File: src/include/config_set_consts.vh
// Constants of the configuration set command parser.
// Included by the parser and its break pulse generator; definitions only.
`ifndef CONFIG_SET_CONSTS_VH
`define CONFIG_SET_CONSTS_VH

// Timing
`define CLK_MHZ 100
`define BREAK_TICK_US 500
`define BREAK_TICK_CYCLES (`BREAK_TICK_US * `CLK_MHZ)
// Break lengths in half-millisecond ticks: 37, 18.5, 12, 9, 7, 6 ms
`define BREAK_TICKS_1 7'd74
`define BREAK_TICKS_2 7'd37
`define BREAK_TICKS_3 7'd24
`define BREAK_TICKS_4 7'd18
`define BREAK_TICKS_5 7'd14
`define BREAK_TICKS_6 7'd12

// APB byte addresses
`define REG_CTRL 8'h00
`define REG_STATUS 8'h04
`define REG_STORED_CFG 8'h08
`define REG_ACTIVE_CFG 8'h0c
`define REG_COD_WORDS 8'h10
`define REG_COD_ACTIVE 8'h14
`define REG_UUID_SEL 8'h18
`define REG_UUID_DATA 8'h1c
`define REG_KEY_SEL 8'h20
`define REG_KEY_DATA 8'h24

// Control fields
`define CTRL_NEWFW_BIT 0
`define CTRL_REBOOT_BIT 1
`define CTRL_NEWFW_RESET 1'b1

// Authentication policies
`define AUTH_OPEN 3'h0
`define AUTH_SSP_CONFIRM 3'h1
`define AUTH_SSP_NOCONFIRM 3'h2
`define AUTH_PIN 3'h4

// Setting defaults
`define DEF_SEVEN 1'b0
`define DEF_AUTH `AUTH_SSP_CONFIRM
`define DEF_ENCRYPT 1'b0
`define DEF_UPPER_WORD 16'h0000
`define DEF_LOWER_WORD 16'h1f00
`define UUID_DEFAULT 152'h35111c0000110100001000800000805f9b34fb
`define UUID_PRESET_I 152'h35111c00000000decafadedecadeafdecacafe
`define UUID_PRESET_C 152'h35111cee286ea0000111e1be500800200c9a66
`define UUID_NIBBLES 6'd38

// Link key store
`define KEY_SLOTS 4'h8

// Characters
`define CH_CR 8'h0d
`define CH_LF 8'h0a
`define CH_SPACE 8'h20
`define CH_COMMA 8'h2c
`define CH_S 8'h53
`define CH_I 8'h49
`define CH_C 8'h43
`define CH_7 8'h37
`define CH_A 8'h41
`define CH_B 8'h42
`define CH_D 8'h44
`define CH_E 8'h45

`endif

File: src/design/break_pulse_gen.v
// Break pulse generator: holds the transmit line low for a coded length.
// Assumes start is a one-cycle pulse with a code of 1 to 6.
`timescale 1ns/1ps
`include "config_set_consts.vh"

module break_pulse_gen #(
	parameter TICK_CYCLES = `BREAK_TICK_CYCLES
) (
	input wire clk,
	input wire reset,
	input wire start,
	input wire [2:0] code,
	output reg active
);

function [6:0] break_ticks;
	input [2:0] c;
	begin
		case (c)
			3'h1: break_ticks = `BREAK_TICKS_1;
			3'h2: break_ticks = `BREAK_TICKS_2;
			3'h3: break_ticks = `BREAK_TICKS_3;
			3'h4: break_ticks = `BREAK_TICKS_4;
			3'h5: break_ticks = `BREAK_TICKS_5;
			3'h6: break_ticks = `BREAK_TICKS_6;
			default: break_ticks = 7'h00;
		endcase
	end
endfunction

reg [19:0] div;
reg [6:0] remaining;
wire tick = (div == TICK_CYCLES - 1);

////////////////////////////////////////////////////////////////////////////////
// Divider restarts with each break so the length is exact to the cycle
always @(posedge clk or posedge reset) begin
	if (reset) begin
		div <= 20'h00000;
		remaining <= 7'h00;
		active <= 1'b0;
	end else if (start) begin
		div <= 20'h00000;
		remaining <= break_ticks(code);
		active <= (break_ticks(code) != 7'h00);
	end else if (remaining != 7'h00) begin
		if (tick) begin
			div <= 20'h00000;
			remaining <= remaining - 7'h01;
			active <= (remaining != 7'h01);
		end else begin
			div <= div + 20'h00001;
		end
	end
end

endmodule // break_pulse_gen

File: src/design/config_set_command_parser.v
// Configuration set command parser with APB register access.
// Assumes received characters arrive one per RX_VALID cycle from a UART.
// Behaviour
// Settings stored, applied only at reboot
// Seven-bit flag: 0 off, 1 on
// Auth policy values 0, 1, 2, 4
// Always answer peer pin demand
// Keep eight link keys, oldest replaced
// Break holds transmit low, coded length
// Service command writes class upper word
// Device command writes class lower word
// New firmware: command sets outbound UUID
// Short hex overwrites leading UUID digits
// Letters S, I, C load presets
// New firmware always encrypts link
// Old firmware: flag sets encryption
// Keywords any case, comma arguments, decimal
// Host ends each line with return
//
// Added by the designer: the APB interface to the registers and the address map.
`timescale 1ns/1ps
`include "config_set_consts.vh"

module config_set_command_parser #(
	parameter HALF_MS_CYCLES = `BREAK_TICK_CYCLES
) (
	input wire CORE_CLK,
	input wire RESET,
	input wire PSEL,
	input wire PENABLE,
	input wire PWRITE,
	input wire [7:0] PADDR,
	input wire [31:0] PWDATA,
	output reg PREADY,
	output reg [31:0] PRDATA,
	output reg PSLVERR,
	input wire RX_VALID,
	input wire [7:0] RX_CHAR,
	output wire UART_TX_FORCE_LOW,
	input wire PIN_REQUEST,
	output reg PIN_REPLY,
	input wire KEY_STORE,
	input wire [127:0] KEY_IN,
	output reg SEVEN_BIT_MODE,
	output reg [2:0] AUTH_POLICY,
	output reg LINK_ENCRYPT,
	output reg [23:0] CLASS_OF_DEVICE,
	output reg [151:0] OUTBOUND_UUID
);

localparam P_IDLE = 3'h0;
localparam P_KEY = 3'h1;
localparam P_COMMA = 3'h2;
localparam P_ARG = 3'h3;
localparam P_SKIP = 3'h4;
localparam [15:0] DEF_UPPER = `DEF_UPPER_WORD;

function [7:0] upcase;
	input [7:0] c;
	begin
		upcase = (c >= 8'h61 && c <= 8'h7a) ? c - 8'h20 : c;
	end
endfunction

// Valid flag above a nibble value
function [4:0] hex_nib;
	input [7:0] c;
	reg [7:0] u;
	begin
		u = upcase(c);
		if (u >= 8'h30 && u <= 8'h39)
			hex_nib = {1'b1, u[3:0]};
		else if (u >= `CH_A && u <= 8'h46)
			hex_nib = {1'b1, u[3:0] + 4'h9};
		else
			hex_nib = 5'h00;
	end
endfunction

////////////////////////////////////////////////////////////////////////////////
// State

reg [2:0] pstate;
reg [7:0] cmd_key;
reg [5:0] arg_len;
reg [7:0] first_char;
reg [9:0] dec_acc;
reg dec_bad;
reg [15:0] hex_acc;
reg hex_bad;
reg [151:0] uuid_work;
reg st_seven;
reg [2:0] st_auth;
reg st_encrypt;
reg [15:0] st_upper;
reg [15:0] st_lower;
reg [151:0] st_uuid;
reg act_encrypt;
reg new_fw;
reg last_ok;
reg last_err;
reg break_start;
reg [2:0] break_code;
reg [2:0] uuid_sel;
reg [4:0] key_sel;
reg [127:0] key_mem [0:7];
reg [2:0] key_wr_ptr;
reg [3:0] key_count;
reg next_ok;
reg shortcut;
reg [151:0] preset;
reg mapped;
reg [31:0] rd_data;
reg [127:0] sel_key;

wire [7:0] uc = upcase(RX_CHAR);
wire [4:0] hn = hex_nib(RX_CHAR);
wire is_digit = (RX_CHAR >= 8'h30 && RX_CHAR <= 8'h39);
wire dec_ok = (arg_len != 6'h00) && !dec_bad;
wire apb_write = PSEL & PENABLE & PWRITE & PREADY;
wire reboot = apb_write && (PADDR == `REG_CTRL) && PWDATA[`CTRL_REBOOT_BIT];

////////////////////////////////////////////////////////////////////////////////
// Line evaluation at carriage return

always @* begin
	next_ok = 1'b0;
	shortcut = (arg_len == 6'h01) &&
		(first_char == `CH_S || first_char == `CH_I || first_char == `CH_C);
	case (first_char)
		`CH_I: preset = `UUID_PRESET_I;
		`CH_C: preset = `UUID_PRESET_C;
		default: preset = `UUID_DEFAULT;
	endcase
	case (cmd_key)
		`CH_7: next_ok = dec_ok && dec_acc <= 10'h001;
		`CH_A: next_ok = dec_ok && (dec_acc <= 10'h002 || dec_acc == 10'h004);
		`CH_B: next_ok = dec_ok && dec_acc >= 10'h001 && dec_acc <= 10'h006;
		`CH_C, `CH_D: next_ok = arg_len != 6'h00 && arg_len <= 6'h04 && !hex_bad;
		`CH_E: begin
			if (new_fw)
				next_ok = shortcut || (arg_len != 6'h00 && !hex_bad);
			else
				next_ok = dec_ok && dec_acc <= 10'h001;
		end
		default: next_ok = 1'b0;
	endcase
end

////////////////////////////////////////////////////////////////////////////////
// Character parser and stored settings

always @(posedge CORE_CLK or posedge RESET) begin
	if (RESET) begin
		pstate <= P_IDLE;
		cmd_key <= 8'h00;
		arg_len <= 6'h00;
		first_char <= 8'h00;
		dec_acc <= 10'h000;
		dec_bad <= 1'b0;
		hex_acc <= 16'h0000;
		hex_bad <= 1'b0;
		uuid_work <= `UUID_DEFAULT;
		st_seven <= `DEF_SEVEN;
		st_auth <= `DEF_AUTH;
		st_encrypt <= `DEF_ENCRYPT;
		st_upper <= `DEF_UPPER_WORD;
		st_lower <= `DEF_LOWER_WORD;
		st_uuid <= `UUID_DEFAULT;
		last_ok <= 1'b0;
		last_err <= 1'b0;
		break_start <= 1'b0;
		break_code <= 3'h0;
	end else begin
		break_start <= 1'b0;
		if (RX_VALID) begin
			if (RX_CHAR == `CH_CR) begin
				// Only a completed line is acted on
				pstate <= P_IDLE;
				if (pstate == P_ARG && next_ok) begin
					last_ok <= 1'b1;
					case (cmd_key)
						`CH_7: st_seven <= dec_acc[0];
						`CH_A: st_auth <= dec_acc[2:0];
						`CH_B: begin
							break_start <= 1'b1;
							break_code <= dec_acc[2:0];
						end
						`CH_C: st_upper <= hex_acc;
						`CH_D: st_lower <= hex_acc;
						`CH_E: begin
							if (!new_fw)
								st_encrypt <= dec_acc[0];
							else if (shortcut)
								st_uuid <= preset;
							else
								st_uuid <= uuid_work;
						end
						default: last_ok <= 1'b1;
					endcase
				end else if (pstate != P_IDLE) begin
					last_err <= 1'b1;
				end
			end else if (RX_CHAR != `CH_LF) begin
				case (pstate)
					P_IDLE: begin
						last_ok <= 1'b0;
						last_err <= 1'b0;
						pstate <= (uc == `CH_S) ? P_KEY : P_SKIP;
					end
					P_KEY: begin
						if (uc == `CH_7 || (uc >= `CH_A && uc <= `CH_E)) begin
							cmd_key <= uc;
							pstate <= P_COMMA;
						end else begin
							pstate <= P_SKIP;
						end
					end
					P_COMMA: begin
						arg_len <= 6'h00;
						dec_acc <= 10'h000;
						dec_bad <= 1'b0;
						hex_acc <= 16'h0000;
						hex_bad <= 1'b0;
						uuid_work <= st_uuid;
						pstate <= (RX_CHAR == `CH_COMMA) ? P_ARG : P_SKIP;
					end
					P_ARG: begin
						if (!(RX_CHAR == `CH_SPACE && arg_len == 6'h00)) begin
							if (arg_len == 6'h00)
								first_char <= uc;
							if (arg_len != 6'h3f)
								arg_len <= arg_len + 6'h01;
							// Three digits cover every decimal value used here
							if (is_digit && arg_len < 6'h03)
								dec_acc <= dec_acc * 10'd10 + {6'h00, RX_CHAR[3:0]};
							else
								dec_bad <= 1'b1;
							if (!hn[4])
								hex_bad <= 1'b1;
							hex_acc <= {hex_acc[11:0], hn[3:0]};
							if (cmd_key == `CH_E && arg_len >= `UUID_NIBBLES)
								hex_bad <= 1'b1;
							else if (cmd_key == `CH_E && hn[4])
								uuid_work[151 - 4 * arg_len -: 4] <= hn[3:0];
						end
					end
					P_SKIP: pstate <= P_SKIP;
					default: pstate <= P_IDLE;
				endcase
			end
		end
	end
end

////////////////////////////////////////////////////////////////////////////////
// Active settings, loaded only on reboot; link encryption and pin reply follow their inputs every cycle

always @(posedge CORE_CLK or posedge RESET) begin
	if (RESET) begin
		SEVEN_BIT_MODE <= `DEF_SEVEN;
		AUTH_POLICY <= `DEF_AUTH;
		act_encrypt <= `DEF_ENCRYPT;
		CLASS_OF_DEVICE <= {DEF_UPPER[7:0], `DEF_LOWER_WORD};
		OUTBOUND_UUID <= `UUID_DEFAULT;
		LINK_ENCRYPT <= 1'b0;
		PIN_REPLY <= 1'b0;
	end else begin
		if (reboot) begin
			SEVEN_BIT_MODE <= st_seven;
			AUTH_POLICY <= st_auth;
			act_encrypt <= st_encrypt;
			CLASS_OF_DEVICE <= {st_upper[7:0], st_lower};
			OUTBOUND_UUID <= st_uuid;
		end
		LINK_ENCRYPT <= new_fw | act_encrypt;
		PIN_REPLY <= PIN_REQUEST;
	end
end

////////////////////////////////////////////////////////////////////////////////
// Link key store, oldest slot reused once full

always @(posedge CORE_CLK) begin
	if (KEY_STORE)
		key_mem[key_wr_ptr] <= KEY_IN;
end

always @(posedge CORE_CLK or posedge RESET) begin
	if (RESET) begin
		key_wr_ptr <= 3'h0;
		key_count <= 4'h0;
	end else if (KEY_STORE) begin
		key_wr_ptr <= key_wr_ptr + 3'h1;
		if (key_count != `KEY_SLOTS)
			key_count <= key_count + 4'h1;
	end
end

////////////////////////////////////////////////////////////////////////////////
// APB read decode

always @* begin
	mapped = 1'b1;
	rd_data = 32'h00000000;
	sel_key = key_mem[key_sel[4:2]];
	case (PADDR)
		`REG_CTRL: rd_data = {31'h00000000, new_fw};
		`REG_STATUS: rd_data = {24'h000000, key_count, pstate != P_IDLE,
			UART_TX_FORCE_LOW, last_err, last_ok};
		`REG_STORED_CFG: rd_data = {27'h0000000, st_encrypt, st_auth, st_seven};
		`REG_ACTIVE_CFG: rd_data = {27'h0000000, act_encrypt, AUTH_POLICY, SEVEN_BIT_MODE};
		`REG_COD_WORDS: rd_data = {st_upper, st_lower};
		`REG_COD_ACTIVE: rd_data = {8'h00, CLASS_OF_DEVICE};
		`REG_UUID_SEL: rd_data = {29'h00000000, uuid_sel};
		`REG_UUID_DATA: begin
			case (uuid_sel)
				3'h0: rd_data = {8'h00, st_uuid[151:128]};
				3'h1: rd_data = st_uuid[127:96];
				3'h2: rd_data = st_uuid[95:64];
				3'h3: rd_data = st_uuid[63:32];
				3'h4: rd_data = st_uuid[31:0];
				default: rd_data = 32'h00000000;
			endcase
		end
		`REG_KEY_SEL: rd_data = {27'h0000000, key_sel};
		`REG_KEY_DATA: begin
			case (key_sel[1:0])
				2'h0: rd_data = sel_key[127:96];
				2'h1: rd_data = sel_key[95:64];
				2'h2: rd_data = sel_key[63:32];
				default: rd_data = sel_key[31:0];
			endcase
		end
		default: mapped = 1'b0;
	endcase
end

////////////////////////////////////////////////////////////////////////////////
// APB slave, one wait state

always @(posedge CORE_CLK or posedge RESET) begin
	if (RESET) begin
		PREADY <= 1'b0;
		PRDATA <= 32'h00000000;
		PSLVERR <= 1'b0;
		new_fw <= `CTRL_NEWFW_RESET;
		uuid_sel <= 3'h0;
		key_sel <= 5'h00;
	end else if (PSEL && PENABLE && !PREADY) begin
		PREADY <= 1'b1;
		PSLVERR <= !mapped;
		PRDATA <= PWRITE ? 32'h00000000 : rd_data;
	end else begin
		PREADY <= 1'b0;
		PSLVERR <= 1'b0;
		if (apb_write) begin
			case (PADDR)
				`REG_CTRL: new_fw <= PWDATA[`CTRL_NEWFW_BIT];
				`REG_UUID_SEL: uuid_sel <= PWDATA[2:0];
				`REG_KEY_SEL: key_sel <= PWDATA[4:0];
				default: new_fw <= new_fw;
			endcase
		end
	end
end

break_pulse_gen #(
	.TICK_CYCLES(HALF_MS_CYCLES)
) u_break (
	.clk(CORE_CLK),
	.reset(RESET),
	.start(break_start),
	.code(break_code),
	.active(UART_TX_FORCE_LOW)
);

endmodule // config_set_command_parser

File: config.mk
export PLATFORM = sky130hd
export DESIGN_NAME = config_set_command_parser
export DESIGN_NICKNAME = d
export VERILOG_FILES = /design/src/design/break_pulse_gen.v /design/src/design/config_set_command_parser.v
export VERILOG_INCLUDE_DIRS = /design/src /design/src/include
export SDC_FILE = /design/constraint.sdc
export NUM_CORES = 2
export LEC_CHECK = 0
export ABC_CLOCK_PERIOD_IN_PS = 63500
export BUFFER_PORTS_ARGS = -buffer_cell sky130_fd_sc_hd__buf_2
export CAP_MARGIN = 20
export CORE_MARGIN = 5
export CORE_UTILIZATION = 26
export DETAILED_ROUTE_END_ITERATION = 10
export PLACE_DENSITY = 0.37
export SETUP_SLACK_MARGIN = 0.1
export SYNTH_ARGS = -nofsm -noshare
export SYNTH_HDL_FRONTEND = slang
export SYNTH_SLANG_ARGS = --single-unit
export TNS_END_PERCENT = 1
File: constraint.sdc
create_clock -name CORE_CLK -period 63.5 [get_ports CORE_CLK]
set_clock_uncertainty 0.15 [all_clocks]
set_input_delay 12.7 -clock CORE_CLK [delete_from_list [all_inputs] [get_ports CORE_CLK]]
set_output_delay 12.7 -clock CORE_CLK [all_outputs]
set_load 0.005 [all_outputs]
==> impl_metrics.yaml <==
placed_design:
  place.detailed.hpwl_um: 152000
  gp_congestion: 0.765
  port_buffers: 373
critical_path:
  critical_path_class: "input port to flip-flop"
  arrival_ns: 16.81
  start_kind: "input port"
  worstPathMaxFanout: 107
  crit_start: "RX_CHAR[4]"
  required_ns: 64.09
  endpoint_kind: "flip-flop"
  r2r_start: "arg_len[1]$_DFFE_PP0P_"
  crit_slowest_cell: "buf_4"
  crit_buf_inv: 3
  slowest_delay_ns: 0.88
  worstPathCellList: "buf_2 > or3_1 > nor2_1 > nand4_1 > a2111oi_4 > buf_12 > buf_4 > mux2_2"
  critPathTopFamily: "buffers and inverters"
finish:
  syn_to_final_growth_pct: 18.2
  layout-drive-gt1-share_pct: 30.9
  nNetsFinal: 5097
pwr:
  p_per_area_nw_per_um2: 31.4
  p_leak_nw: 30.8
  power_mw: 2.63
  vdd_drop_max_mv: 0.0234
logic_synthesis:
  synth_top_cell_area_share_pct: 43.5
  synth_fp_nets: 4701
  netlist_instances: 4483
  avgSynthCellArea_sq_um: 15.8
  async_flop_share_pct: 39.2
  synth-seq-cells: 1685
  yosysWarnings: 0
  synth_edf_count: 1024
  netlist_area_sq_um: 70700
  synth_seq_area_share_pct: 67.1
  ys.flop_type: "edfxtp_1"
  netlist_top_cells_area: "edfxtp_1, dfrtp_1, mux4_2"
  yosysTopAreaCell: "edfxtp_1"
  synth_cell_types: 88
die:
  dieArea_sq_um: 282000
  initial_core_util_pct: 26.1
  coreArea_sq_um: 271000
  die_w_um: 531
  die_h_um: 531
  ios: 401
  rows: 191
timing:
  finalSetupTns_ns: 0
  hold_viol: 0
  finalSetupViolCount: 0
  relSlewSlack_pct: 7.96
  slew_violations: 0
  final.period_utilization_pct: 25.6
  fin_crit_ns: 16.23
  rsz0062_at_grt: "false"
  worst_pin_slew_ns: 1.37
  clock.fmax_mhz: 61.6
cts:
  clockBufferDepth: 4
  holdBufCountCts: 0
  worstSkewPairLatency_ns: 0.87
  clk_pin_slew_ns: 0.06
  htree_levels: 4
  ctsRootBufferMaster: "clkbuf_16"
  ctsResizeCount: 0
  cts_buffers: 206
  cts_setup_buffers: 0
  tritoncts: "yes"
  clock-sinks: 1685
outcome:
  status: "completed"
grt:
  grt.overflow.total: 0
  antenna_found_initial: 84
  grt_usage_pct: 16.5
  grt_max_degree: 150
  first_global_vias: 42500
  grt_pass1_wl_um: 339000
detailed_routing:
  drc_errors: 0
  ant_nets: 0
  drtPass1Iterations: 6
  wire_per_inst_um: 27.5
  drtIter0Drc: 2675
  totalWireLength_um: 238000
  vias: 40900
  viasPerCell: 4.74
hold_path:
  hold_class: "flip-flop to flip-flop"
  holdCritStartpoint: "OUTBOUND_UUID[33]$_DFFE_PP0P_"
flow_run:
  drv_cap: 0
[metal layers]
layer  part of all wire [%]  GRT usage (%)  vias up  routed length [um]
met1                     42           20.8    21500               99300
met3                    4.9           3.44      398               11600
li1                       -              -    18100                   -
met4                    3.0           4.44       58                7030
met5                   0.16              0        -                 376
met2                     50           28.6      899              119000
[area by class of cell]
cell class / count / area [sq um]
Inverter: 178 / 676
Timing Repair Buffer: 460 / 2710
Sequential cell: 1685 / 47500
Clock inverter: 96 / 1000
Antenna cell: 18 / 45.0
Clock buffer: 277 / 5630
Fill cell: 26800 / 187000
Multi-Input combinational cell: 2348 / 21600
Tap cell: 3570 / 4470
[state kept, by name (all words and copies together) (netlist names), 7 cells and up]
name	cells
key_mem	1024
st_lower	16
cmd_key	8
first_char	8
CLASS_OF_DEVICE	24
uuid_work	152
PRDATA	32
OUTBOUND_UUID	152
st_uuid	152
hex_acc	16
u_break.div	20
u_break.remaining	7
st_upper	16
dec_acc	10
[logic make-up (layout without fill, tap and decap cells)]
kind of cell	count (synthesis)	count (layout)	share of synthesized area, %
adders and majority gates	34	34	0.623
AOI/OAI and AO/OA	682	682	6.08
and+or+nand+nor	768	768	5.10
buffers and inverters	450	1011	2.67
muxes	830	830	18.0
other	0	18	0
DFF	1685	1685	67.1
xor gates and xnor gates	34	34	0.421
[worst min-delay path, cell delays in order, from the launching register on]
cell	delay, ns
dfrtp_1	0.33
nand2_1	0.05
o21ai_0	0.06
[per-stage QoR]
step | cells | utilization (%) | instance area, sq um | setup WS (ns) | hold WS, ns
6_report | 8632 | 30.9 | 83600 | 47.27 | 0.323
5_1_grt | 8615 | 30.8 | 83500 | 47.21 | 0.350
4_1_cts | 8610 | 30.8 | 83500 | 47.48 | 0.330
3_5_place_dp | 8237 | 28.4 | 76900 | 46.59 | 0.317
3_3_place_gp | 8233 | 28.4 | 76800 | 46.59 | 0.313
2_1_floorplan | 4483 | - | 70700 | 32.33 | 0.301
[Yosys cell counts (6+ instances only)]
| cell type | number |
|---|---|
| nor2_1 | 119 |
| xor2_1 | 12 |
| a21oi_1 | 119 |
| nor3_1 | 32 |
| ha_1 | 32 |
| o221ai_1 | 27 |
| a222oi_1 | 19 |
| a21o_1 | 8 |
| o31ai_1 | 12 |
| dfstp_2 | 121 |
| mux4_2 | 323 |
| a31o_2 | 7 |
| nor4_1 | 20 |
| o211ai_1 | 6 |
| mux2_2 | 292 |
| nand3b_1 | 9 |
| clkbuf_1 | 203 |
| mux2i_1 | 209 |
| a31oi_1 | 12 |
| o22ai_1 | 119 |
| buf_2 | 8 |
| mux2_1 | 6 |
| nand2b_1 | 20 |
| nand2_1 | 381 |
| dfrtp_1 | 540 |
| o21ai_0 | 245 |
| or4_1 | 9 |
| buf_12 | 8 |
| nor4b_1 | 7 |
| and2_1 | 9 |
| nand3_2 | 19 |
| edfxtp_1 | 1024 |
| nor2b_1 | 17 |
| or3_1 | 8 |
| buf_4 | 13 |
| nand3_1 | 72 |
| xnor2_1 | 22 |
| nor3b_1 | 6 |
| nand4_1 | 16 |
| a221o_1 | 25 |
| buf_1 | 39 |
| inv_1 | 178 |
| a22oi_1 | 23 |
[placed cells by master, fill, tap and decap left out, types with 25 or more instances in the layout]
cell,n
clkinv_2,26
edfxtp_1,1024
dfrtp_1,534
nor3_1,29
nand3_1,72
mux2_2,292
o221ai_1,27
a221o_1,25
buf_2,375
o22ai_1,118
o21ai_0,245
mux4_2,323
dfstp_2,121
clkbuf_1,51
nand2_1,380
clkbuf_16,207
ha_1,32
mux2i_1,209
inv_1,177
clkinv_1,36
buf_4,67
nor2_1,108
a21oi_1,117
[report_power, final]
| group | total [mW] | switching (mW) | internal [mW] |
|---|---|---|---|
| clock | 1.17 | 0.469 | 0.700 |
| combinational | 0.164 | 0.119 | 0.0448 |
| sequential | 1.29 | 0.0196 | 1.27 |
| total | 2.63 | 0.607 | 2.02 |
[worst paths after layout]
path                       slack [ns]  cells past startpoint                             to
max in group asynchronous       47.81                      6        st_uuid[74]$_DFFE_PP0P_
min reg2reg                      0.32                      2  OUTBOUND_UUID[33]$_DFFE_PP0P_
max                             47.27                      8        st_uuid[17]$_DFFE_PP1P_
min                              0.32                      2  OUTBOUND_UUID[33]$_DFFE_PP0P_
max reg2reg                     58.09                     10        st_uuid[17]$_DFFE_PP1P_
min in group asynchronous       11.85                      2               PREADY$_DFF_PP0_
(Power assumes the default switching activity.)
